===== src/shared/sim_regs.svh =====
`ifndef SIM_REGS_SVH
`define SIM_REGS_SVH

// ----------------------------------------------------------------------
// register map
// ----------------------------------------------------------------------
`define SIM_CSR_ADDR    4'h0
`define SIM_CSR_RESET   8'h00

// ----------------------------------------------------------------------
// field positions of integrity_control_status
// ----------------------------------------------------------------------
`define SIM_BIT_SRC_SEL 7
`define SIM_BIT_AVD_IE  6
`define SIM_BIT_AVD_FLG 5
`define SIM_BIT_UV_RF   4
`define SIM_BIT_CSS_IE  2
`define SIM_BIT_CSS_FD  1
`define SIM_BIT_WDG_RF  0

// ----------------------------------------------------------------------
// reset delay, in cpu cycles
// ----------------------------------------------------------------------
`define SIM_DLY_SHORT_CYC 13'h0100
`define SIM_DLY_LONG_CYC  13'h1000
`define SIM_DLY_SHORT_LD  12'(`SIM_DLY_SHORT_CYC - 13'h0001)
`define SIM_DLY_LONG_LD   12'(`SIM_DLY_LONG_CYC - 13'h0001)

`endif


===== src/shared/sim_pkg.sv =====
package sim_pkg;

   // css path; gray along main -> safe, off entered from either
   typedef enum logic [1:0] {
      CSS_MAIN = 2'b00,
      CSS_SAFE = 2'b01,
      CSS_OFF  = 2'b11
   } sim_css_state_t;

   typedef struct packed {
      logic src_sel;
      logic avd_ie;
      logic avd_flag;
      logic uv_rst_flag;
      logic rsvd;
      logic css_ie;
      logic css_fail;
      logic wdg_rst_flag;
   } sim_csr_t;

   typedef struct packed {
      logic lvd_below;
      logic avd_below;
      logic clk_loss;
   } sim_analog_t;

   typedef struct packed {
      logic       lvd_en;
      logic [1:0] lvd_level;
      logic       pll_en;
      logic       css_en;
      logic       long_delay;
   } sim_option_t;

   typedef struct packed {
      logic [3:0] addr;
      logic [7:0] wdata;
      logic       wr;
      logic       rd;
   } sim_bus_req_t;

   typedef struct packed {
      sim_analog_t stage1;
      sim_analog_t stage2;
   } sim_sync_state_t;

   typedef struct packed {
      logic [11:0] count;
      logic        busy;
   } sim_delay_state_t;

   typedef struct packed {
      sim_csr_t       csr;
      logic           avd_flag_seen;
      logic           avd_pend;
      logic           css_pend;
      sim_css_state_t css_state;
      logic [7:0]     rdata;
      logic           avd_irq;
      logic           css_irq;
      logic           wake;
      logic           pin_level;
      logic           pin_oe;
      logic           core_reset;
      logic [1:0]     lvd_thr;
      logic           filter_en;
      logic           safe_osc_en;
      logic           clk_sel_safe;
   } sim_state_t;

endpackage


===== src/rtl/sim_sync2.sv =====
`timescale 1ns/100ps

module sim_sync2 (
   input  wire logic                ref_clk,
   input  wire logic                rst,
   input  wire sim_pkg::sim_analog_t async_in,
   output      sim_pkg::sim_analog_t sync_out
);

   sim_pkg::sim_sync_state_t s_reg;
   sim_pkg::sim_sync_state_t s_next;

   // stage1 is only ever read by stage2
   always_comb begin
      s_next        = s_reg;
      s_next.stage1 = async_in;
      s_next.stage2 = s_reg.stage1;
   end

   always_ff @(posedge ref_clk) begin
      if (rst) begin
         s_reg <= '0;
      end else begin
         s_reg <= s_next;
      end
   end

   assign sync_out = s_reg.stage2;

endmodule // sim_sync2


===== src/rtl/sim_rst_delay.sv =====
`timescale 1ns/100ps
`include "sim_regs.svh"

module sim_rst_delay (
   input  wire logic ref_clk,
   input  wire logic rst,
   input  wire logic hold,
   input  wire logic long_sel,
   output      logic busy
);

   sim_pkg::sim_delay_state_t s_reg;
   sim_pkg::sim_delay_state_t s_next;

   // reload while the source holds; busy stays up for the whole count
   always_comb begin
      s_next = s_reg;
      if (hold) begin
         s_next.count = long_sel ? `SIM_DLY_LONG_LD : `SIM_DLY_SHORT_LD;
         s_next.busy  = 1'b1;
      end else if (s_reg.count != 12'h000) begin
         s_next.count = s_reg.count - 12'h001;
         s_next.busy  = 1'b1;
      end else begin
         s_next.busy  = 1'b0;
      end
   end

   always_ff @(posedge ref_clk) begin
      if (rst) begin
         s_reg <= '0;
      end else begin
         s_reg <= s_next;
      end
   end

   assign busy = s_reg.busy;

endmodule // sim_rst_delay


===== src/rtl/sim_top.sv =====
// The register offsets and strobed register access were left to the implementer.
`timescale 1ns/100ps
`include "sim_regs.svh"

//
// What this block does
// RULE1 - undervoltage holds device and reset pin low
// RULE2 - option selects low, medium, high threshold
// RULE3 - option enables the undervoltage reset
// RULE4 - aux detector works only with undervoltage enabled
// RULE5 - aux flag mirrors comparator, read only
// RULE6 - source select: supply or external pin
// RULE7 - flag toggle raises interrupt when enabled
// RULE8 - interrupt service entry clears aux pending
// RULE9 - no aux interrupt during reset delay
// RULE10 - enabling while undervoltage interrupts at once
// RULE11 - spike filter only with pll enabled
// RULE12 - lost main clock selects safe oscillator
// RULE13 - recovered main clock switches back automatically
// RULE14 - safe clock sets failure flag, interrupt
// RULE15 - interrupt needs enable and cleared mask
// RULE16 - wait mode unchanged, interrupts wake
// RULE17 - halt freezes register, disables clock guard
// RULE18 - halt exit resumes config, reset restores
// RULE19 - failure flag cleared by read after recovery
// RULE20 - clock guard enable gates failure interrupt
// RULE21 - undervoltage flag cleared only by writing zero
// RULE22 - watchdog flag cleared by zero or undervoltage
// RULE23 - analog indications synchronised before use
module sim_top (
   input  wire logic                 ref_clk,
   input  wire logic                 rst,
   input  wire sim_pkg::sim_bus_req_t bus_req,
   output      logic [7:0]           reg_rdata,
   input  wire sim_pkg::sim_option_t  opt,
   input  wire sim_pkg::sim_analog_t  analog_in,
   input  wire logic                 wdg_reset,
   input  wire logic                 rst_pin_i,
   output      logic                 rst_pin_o,
   output      logic                 rst_pin_oe,
   output      logic                 core_reset,
   output      logic [1:0]           lvd_threshold_sel,
   output      logic                 monitor_source_select,
   output      logic                 spike_filter_en,
   output      logic                 safe_osc_en,
   output      logic                 cpu_clk_sel_safe,
   input  wire logic                 cpu_int_mask,
   input  wire logic                 avd_isr_ack,
   input  wire logic                 css_isr_ack,
   input  wire logic                 wait_mode,
   input  wire logic                 halt_mode,
   output      logic                 avd_irq,
   output      logic                 css_irq,
   output      logic                 wait_wake
);

   // ----------------------------------------------------------------------
   // state and helpers
   // ----------------------------------------------------------------------
   sim_pkg::sim_state_t  s_reg;
   sim_pkg::sim_state_t  s_next;
   sim_pkg::sim_analog_t syn;
   logic                 dly_busy;
   logic                 dly_hold;
   logic                 lvd_active;
   logic                 avd_active;
   logic                 in_reset;
   logic                 hit;
   logic                 wr_ok;
   logic                 rd_ok;
   logic                 avd_set;
   logic                 css_run;

   // ----------------------------------------------------------------------
   // synchroniser and reset delay
   // ----------------------------------------------------------------------
   // comparators and clock-loss detector are asynchronous
   sim_sync2 u_sync (
      .ref_clk  (ref_clk),
      .rst      (rst),
      .async_in (analog_in),
      .sync_out (syn)
   ); // RULE23

   // external pull-down seen only while we are not driving the pin
   assign dly_hold = lvd_active | wdg_reset | (~rst_pin_i & ~s_reg.pin_oe);

   sim_rst_delay u_delay (
      .ref_clk  (ref_clk),
      .rst      (rst),
      .hold     (dly_hold),
      .long_sel (opt.long_delay),
      .busy     (dly_busy)
   );

   // ----------------------------------------------------------------------
   // next state
   // ----------------------------------------------------------------------
   always_comb begin
      s_next     = s_reg;
      lvd_active = opt.lvd_en & syn.lvd_below; // RULE1 RULE3
      avd_active = opt.lvd_en; // RULE4
      in_reset   = lvd_active | dly_busy;
      css_run    = opt.css_en & ~halt_mode; // RULE17
      hit        = (bus_req.addr == `SIM_CSR_ADDR);
      // register frozen in halt, and the cpu cannot write while in reset
      wr_ok      = bus_req.wr & hit & ~halt_mode & ~in_reset; // RULE17
      rd_ok      = bus_req.rd & hit;

      // reset pin and core reset through active and delay phases
      s_next.pin_level  = 1'b0;
      s_next.pin_oe     = in_reset; // RULE1
      s_next.core_reset = in_reset; // RULE1
      s_next.lvd_thr    = opt.lvd_level; // RULE2
      s_next.filter_en  = opt.pll_en; // RULE11

      // control bits; any device reset brings back reset values
      if (in_reset) begin
         s_next.csr.src_sel = 1'b0; // RULE18
         s_next.csr.avd_ie  = 1'b0;
         s_next.csr.css_ie  = 1'b0;
      end else if (wr_ok) begin
         s_next.csr.src_sel = bus_req.wdata[`SIM_BIT_SRC_SEL]; // RULE6
         s_next.csr.avd_ie  = bus_req.wdata[`SIM_BIT_AVD_IE];
         s_next.csr.css_ie  = bus_req.wdata[`SIM_BIT_CSS_IE]; // RULE20
      end
      s_next.csr.rsvd = 1'b0;

      // reset-source flags survive external and watchdog resets
      if (lvd_active) begin
         s_next.csr.uv_rst_flag = 1'b1; // RULE21
      end else if (wr_ok && !bus_req.wdata[`SIM_BIT_UV_RF]) begin
         s_next.csr.uv_rst_flag = 1'b0; // RULE21
      end
      if (lvd_active) begin
         s_next.csr.wdg_rst_flag = 1'b0; // RULE22
      end else if (wdg_reset) begin
         s_next.csr.wdg_rst_flag = 1'b1; // RULE22
      end else if (wr_ok && !bus_req.wdata[`SIM_BIT_WDG_RF]) begin
         s_next.csr.wdg_rst_flag = 1'b0; // RULE22
      end

      // aux flag follows the comparator in real time unless frozen
      if (!halt_mode) begin
         s_next.csr.avd_flag  = avd_active & syn.avd_below; // RULE5
         s_next.avd_flag_seen = s_reg.csr.avd_flag;
      end

      // toggles during reset or delay are absorbed by avd_flag_seen
      avd_set = avd_active & ~halt_mode & ~in_reset &
                ((s_reg.csr.avd_ie & (s_reg.csr.avd_flag != s_reg.avd_flag_seen)) |
                 (wr_ok & bus_req.wdata[`SIM_BIT_AVD_IE] & ~s_reg.csr.avd_ie &
                  s_reg.csr.avd_flag)); // RULE7 RULE9 RULE10
      // set wins over the service-entry clear
      if (avd_set) begin
         s_next.avd_pend = 1'b1; // RULE7
      end else if (avd_isr_ack || in_reset || !avd_active) begin
         s_next.avd_pend = 1'b0; // RULE8
      end

      // clock guard path
      unique case (s_reg.css_state)
         sim_pkg::CSS_MAIN: begin
            if (!css_run) begin
               s_next.css_state = sim_pkg::CSS_OFF;
            end else if (syn.clk_loss) begin
               s_next.css_state = sim_pkg::CSS_SAFE; // RULE12
            end
         end
         sim_pkg::CSS_SAFE: begin
            if (!css_run) begin
               s_next.css_state = sim_pkg::CSS_OFF;
            end else if (!syn.clk_loss) begin
               s_next.css_state = sim_pkg::CSS_MAIN; // RULE13
            end
         end
         sim_pkg::CSS_OFF: begin
            // a clock already lost on leaving halt goes straight to safe
            if (css_run && syn.clk_loss) begin
               s_next.css_state = sim_pkg::CSS_SAFE; // RULE12
            end else if (css_run) begin
               s_next.css_state = sim_pkg::CSS_MAIN; // RULE18
            end
         end
         default: begin
            s_next.css_state = sim_pkg::CSS_OFF;
         end
      endcase
      s_next.clk_sel_safe = (s_next.css_state == sim_pkg::CSS_SAFE);
      s_next.safe_osc_en  = (s_next.css_state != sim_pkg::CSS_OFF); // RULE17

      // failure flag: set while on safe clock, read clears once recovered
      if (!opt.css_en) begin
         s_next.csr.css_fail = 1'b0; // RULE19
      end else if (halt_mode) begin
         s_next.csr.css_fail = s_reg.csr.css_fail;
      end else if (s_next.css_state == sim_pkg::CSS_SAFE) begin
         s_next.csr.css_fail = 1'b1; // RULE14
      end else if (rd_ok && s_reg.css_state == sim_pkg::CSS_MAIN) begin
         s_next.csr.css_fail = 1'b0; // RULE19
      end

      // enable must already be set when the switch happens
      if (s_next.clk_sel_safe && !s_reg.clk_sel_safe && s_reg.csr.css_ie) begin
         s_next.css_pend = 1'b1; // RULE14
      end else if (css_isr_ack || in_reset || !opt.css_en) begin
         s_next.css_pend = 1'b0; // RULE20
      end

      s_next.avd_irq = s_reg.avd_pend & s_reg.csr.avd_ie & ~cpu_int_mask; // RULE15
      s_next.css_irq = s_reg.css_pend & s_reg.csr.css_ie & opt.css_en &
                       ~cpu_int_mask; // RULE15 RULE20
      // these events never leave halt, only wait
      s_next.wake = wait_mode & ~halt_mode & (s_next.avd_irq | s_next.css_irq); // RULE16

      s_next.rdata = rd_ok ? s_reg.csr : 8'h00;
   end

   // ----------------------------------------------------------------------
   // registers
   // ----------------------------------------------------------------------
   always_ff @(posedge ref_clk) begin
      if (rst) begin
         s_reg <= '0;
      end else begin
         s_reg <= s_next;
      end
   end

   assign reg_rdata             = s_reg.rdata;
   assign rst_pin_o             = s_reg.pin_level;
   assign rst_pin_oe            = s_reg.pin_oe;
   assign core_reset            = s_reg.core_reset;
   assign lvd_threshold_sel     = s_reg.lvd_thr;
   assign monitor_source_select = s_reg.csr.src_sel;
   assign spike_filter_en       = s_reg.filter_en;
   assign safe_osc_en           = s_reg.safe_osc_en;
   assign cpu_clk_sel_safe      = s_reg.clk_sel_safe;
   assign avd_irq               = s_reg.avd_irq;
   assign css_irq               = s_reg.css_irq;
   assign wait_wake             = s_reg.wake;
endmodule // sim_top


===== config.mk =====
export PLATFORM = sky130hd
export DESIGN_NAME = sim_top
export DESIGN_NICKNAME = d
export VERILOG_FILES = /design/src/shared/sim_pkg.sv /design/src/rtl/sim_sync2.sv /design/src/rtl/sim_rst_delay.sv /design/src/rtl/sim_top.sv
export VERILOG_INCLUDE_DIRS = /design/src /design/src/shared
export SDC_FILE = /design/constraint.sdc
export NUM_CORES = 1
export LEC_CHECK = 0
export BUFFER_PORTS_ARGS = -buffer_cell sky130_fd_sc_hd__clkbuf_2
export CAP_MARGIN = 0
export CORE_AREA = 2 2 54 81
export DETAILED_ROUTE_END_ITERATION = 7
export DIE_AREA = 0 0 56 83
export GPL_TIMING_DRIVEN = 0
export PLACE_DENSITY = 0.75
export SYNTH_ARGS = -nofsm -noshare
export SYNTH_HDL_FRONTEND = slang
export SYNTH_HIERARCHICAL = 1
export SYNTH_SLANG_ARGS = --single-unit

===== constraint.sdc =====
create_clock -name ref_clk -period 3.5 [get_ports ref_clk]
set_clock_uncertainty 0.1 [all_clocks]
set_input_delay 0.525 -clock ref_clk [delete_from_list [all_inputs] [get_ports ref_clk]]
set_output_delay 0.525 -clock ref_clk [all_outputs]
set_load 0.05 [all_outputs]

* Yosys cells after proc, flatten, opt, wreduce, memory -nomap -nowiden
Cells that the tools add are included.
Storage, ports and cells: register bits 50, bits of input ports 32, output and inout port bits 20, logic and storage cells 121
Operators by class: $add $sub $neg 1, equal/unequal tests 5, muxes and demuxes 21, bitwise logic cells 35, reduce and logical (&&, ||, !) cells 29
Operator list (number):
- 12-bit 2-to-1 mux | 2
- 1-bit bitwise AND | 22
- 13-bit 2-to-1 mux | 1
- 2-bit 2-to-1 mux | 6
- 12-bit nonzero test | 1
- 2-bit nonzero test | 6
- 12-bit by 1-bit subtractor with 12-bit output, second input constant | 1
- 1-bit 2-to-1 mux | 11
- 1-bit NOT | 8
- 2-bit OR reduction | 4
- 1-bit logical AND | 6
- 2-bit one-hot mux with 3 select lines | 1
- 1-bit logical NOT | 5
- 1-bit bitwise OR | 5
- 2-bit by 1-bit == test with 1-bit output, second input constant | 2
- 4-bit logical NOT | 1
- 1-bit logical OR | 4
- 2-bit == test, second input constant | 1
- 2-bit logical NOT | 1
- 2-bit != test, second input constant | 1
- 2-bit AND reduction | 1
- 1-bit != test | 1

* Depth between registers and ports, before layout
depth in word-level cells 10, depth in mapped cells 7, gate-level depth less buffers 6

* By module
Netlist, hierarchy kept.
Modules (own cells, without submodules):
- sim_top | times used 1, cells an instance 113, area an instance 1092.3 µm², sequential area each 560.5 µm²
- sim_rst_delay | times used 1, cells an instance 73, area an instance 661.9 µm², sequential area each 260.2 µm²
- sim_sync2 | times used 1, cells an instance 12, area an instance 157.7 µm², sequential area each 120.1 µm²

* Least setup slack after synthesis
No wires, ideal clock.
path kind input -> register, start input port bus_req[11] (netlist bit), end register s_reg[24] (netlist bit), library setup time 0.120 ns, arrival 1.735 ns, required time 3.280 ns, setup slack 1.545 ns, stages 3, path buffers 0, cell sequence or4_4 or3_1 o31a_1
On the way: longest elaborated chain between the ends 6
RTL lines:
- start, declared | line sim_top.sv:33 | input wire sim_pkg::sim_bus_req_t bus_req,
- 4-bit logical NOT (no source line)
- 1-bit bitwise AND (3 in series) | line sim_top.sv:107 | wr_ok = bus_req.wr & hit & ~halt_mode & ~in_reset;
- 1-bit logical AND | line sim_top.sv:139 | end else if (wr_ok && !bus_req.wdata[`SIM_BIT_WDG_RF]) begin
- 2-bit nonzero test (no source line)
- end signal, assigned | line sim_top.sv:226 | s_reg <= s_next;
- end, declared | line sim_top.sv:60 | sim_pkg::sim_state_t s_reg;
No other way between the ends. A chain may end at the register's enable or synchronous reset.

* Final worst setup path
start register u_delay/s_reg[1] (netlist bit), end register u_delay/s_reg[11] (netlist bit)
On the way: longest elaborated chain between the ends 3, elaborated cells between the ends (all ways) 5, classes of those cells 1 x add/sub; 2 x mux; 2 x reduce/logical
RTL lines:
- start, declared | line sim_rst_delay.sv:12 | sim_pkg::sim_delay_state_t s_reg;
- start signal, assigned | line sim_rst_delay.sv:33 | s_reg <= s_next;
- 12-bit by 1-bit subtractor with 12-bit output | line sim_rst_delay.sv:22 | s_next.count = s_reg.count - 12'h001;
- 12-bit 2-to-1 mux | line sim_rst_delay.sv:21 | end else if (s_reg.count != 12'h000) begin
- 13-bit 2-to-1 mux | line sim_rst_delay.sv:18 | if (hold) begin
Several ways; a longest one is shown, not always the timed one. The select of a mux whose other input is x is not followed.

==> results by group <==
CTS
  • Clk slew on worst S/H paths: about 0.080 ns
  • CTS tree: done
  • Num Clock Sinks: between 40 and 50
  • Hold_buf cts: 0
  • CTS H-tree depth: 2
  • CTS Buffer Depth: 2
  • CTS Buf Count: 5
  • Setup Fix Bufs, Post-CTS: 0
  • Clk root buf: clkbuf_8
  • Post-CTS Resized: 0
  • Insertion delay to the later sink of the worst-skew pair: 0.29 ns

Drt
  • DRC Markers: 0
  • Metal3 WL: ~170 µm
  • Vias: between 1500 and 2000
  • DRT Wirelength: 3760 µm
  • DR WL met2: approximately 2000 µm
  • Vias per cell: between 5 and 6
  • ANT nets after route: 0
  • Number of DRC markers in iteration 0: 33
  • Met1 WL: approximately 1500 µm
  • Number of iterations in the first detailed-routing pass: 4
  • Top Metal Used: met4
  • Drt wl/cell: 12.6 µm

Power and ir drop
  • Power per cell area: about 470 nW/µm²
  • Static leakage: 0.990 nW
  • Peak VDD IR: between 0.0003 and 0.0004 V

Synthesis
  • Mapped Cells: around 200
  • Synthesized cell area: approximately 1900 µm²
  • Largest cells by area after synthesis: dfxtp_1 (49%), buf_4 (4.7%), nor2b_1 (3.9%)
  • Synth area leader: dfxtp_1
  • Syn. warnings: 6
  • Number of synthesized flops with an enable pin: 0
  • Syn avg cell area: 9.66 µm²
  • Sequential share of the synthesized area: 0.492
  • Primary FF master, synth: dfxtp_1
  • Post-synth ARST share: 0
  • Post-synth cell types: 52
  • #FFs+latches synth: between 40 and 50
  • Synth top area share: 0.492

STA
  • Fin Hold WS: between 0.3 and 0.4 ns
  • Setup TNS: 0 ns
  • Tcrit/Tclk final: 0.610
  • RSZ-0062 raised after global routing: false
  • Max-slew headroom: 0.490
  • Max Slew Vio Count: 0
  • # setup viols final: 0
  • Final Hold Fails: 0
  • Min cycle time layout: between 2 and 2.5 ns
  • Least-Margin Pin Slew: between 0.7 and 0.8 ns
  • FMAX: ~470 MHz

Critical path
  • Buf+Inv Stages, Crit Path: 2
  • Largest delay share family, worst path: simple AND/OR/NAND/NOR gates
  • Crit-path max cell delay: roughly 0.42 ns
  • Worst Setup Start Kind: register
  • CP cell instances: inv_1 > ha_1 > or3b_1 > clkbuf_1 > or4_1 > a222oi_1 > nor3_1
  • Slowest stage cell, crit path: or4_1
  • Req. time, crit path: approximately 3.6 ns
  • Setup Crit Path Kind: register to register
  • Critical path data arrival time: 2.21 ns
  • Worst setup EP type: register
  • Maximum fanout along the worst path: 8

GRT
  • Overflow after GRT: 0
  • Largest net degree at the start of global routing: 19
  • Antenna violations before repair: 0
  • Vias in the first global route: 1560
  • First-pass GRT wire length: ~6600 µm
  • Gr usage total: 0.173

Placement
  • PortBufs: between 40 and 50
  • DP Wirelength: roughly 2800 µm
  • GP Congestion: around 0.80
  • Post-DP Area: 2200 µm²

Floorplanning
  • Die Y: 83 µm
  • Core footprint: 3920 µm²
  • Die area: between 4000 and 5000 µm²
  • DIE WIDTH: roughly 56 µm
  • Row count: 28
  • I/O pin cnt: 52
  • Initial Utilization: 0.487

Status
  • Result of the run: completed

Layout
  • Layout cell share with drive strength beyond 1: 0.304
  • Nets: 286
  • Design area: 2320 µm²
  • Synth-to-layout area growth: 21.3%
  • Max FFs per register: 12
  • # diodes: 0
  • Most frequent cells in the layout: dfxtp_1 (47), clkbuf_2 (46), nor2b_1 (12), buf_4 (12)
  • Most common cell after layout, fill and taps aside: dfxtp_1

Job
  • Max Cap Viol: 0

Hold path
  • Hold Path Class: input port to register
## worst paths after layout
path                        endpoint  depth (start not counted)  slack [ns]              from
setup / recovery   u_delay/s_reg[11]                          7        1.37  u_delay/s_reg[1]
hold / removal               css_irq                          2        0.32      cpu_int_mask
setup reg to reg   u_delay/s_reg[11]                          7        1.37  u_delay/s_reg[1]
hold reg to reg   u_sync/sync_out[1]                          1        0.34  u_sync/s_next[1]
## cell type report
cell class                 count  area, µm²
buffer                        16        106
clock buffer                   6       82.6
clock inverter                 2       35.0
fill                         357       1600
inverter                       5       18.8
multi-input combinational    131        850
sequential                    47        941
tap                           45       56.3
timing repair buffer          46        230
## through the flow
step / setup WS, ns / power (W) / instances / util
2_1_floorplan: 1.55 / 0.000660 / 199 / -
3_3_place_gp: 1.37 / 0.000699 / 290 / 0.561
3_5_place_dp: 1.38 / 0.000701 / 290 / 0.561
4_1_cts: 1.36 / 0.00111 / 298 / 0.591
5_1_grt: 1.23 / 0.00114 / 298 / 0.591
6_report: 1.37 / 0.00110 / 298 / 0.591
## logic make-up after synthesis
family / count (synthesis) / share of synthesized area
other: 1 / 0.00196
and+or+nand+nor: 82 / 0.255
DFF: 47 / 0.492
buffers and inverters: 21 / 0.0654
muxes: 2 / 0.0111
xor gates and xnor gates: 3 / 0.0137
AOI/OAI and AO/OA: 40 / 0.147
adders and majority gates: 2 / 0.0131
## Yosys cell counts (2+ instances only)
cell type	number
a211o_1	2
a21oi_1	7
a31oi_1	7
and2_1	7
and3_1	2
buf_4	12
clkbuf_1	3
dfxtp_1	47
ha_1	2
inv_1	3
nand2_1	6
nand2b_1	3
nand3_1	8
nand3b_1	2
nor2_1	10
nor2b_1	12
nor3_1	10
nor4_1	5
o2111ai_1	3
o21ai_0	2
o21ai_1	3
o22ai_1	2
o31ai_1	3
or3_1	3
or3_2	2
or4_1	3
or4_4	3
xnor2_1	2
## layer usage
layer / GRT usage / vias up
li1: - / 818
met1: 0.180 / 750
met2: 0.321 / 32
met3: 0.0452 / 8
met4: 0.0671 / 0
met5: 0 / -
## power breakdown
group,total [W],switching [W],leakage [nW],internal (W)
Combinational,0.000116,0.0000686,0.543,0.0000477
Sequential,0.000573,0.0000171,0.386,0.000556
Clock,0.000407,0.000176,0.0612,0.000231
Note: power is estimated with default switching activity, not from simulation.
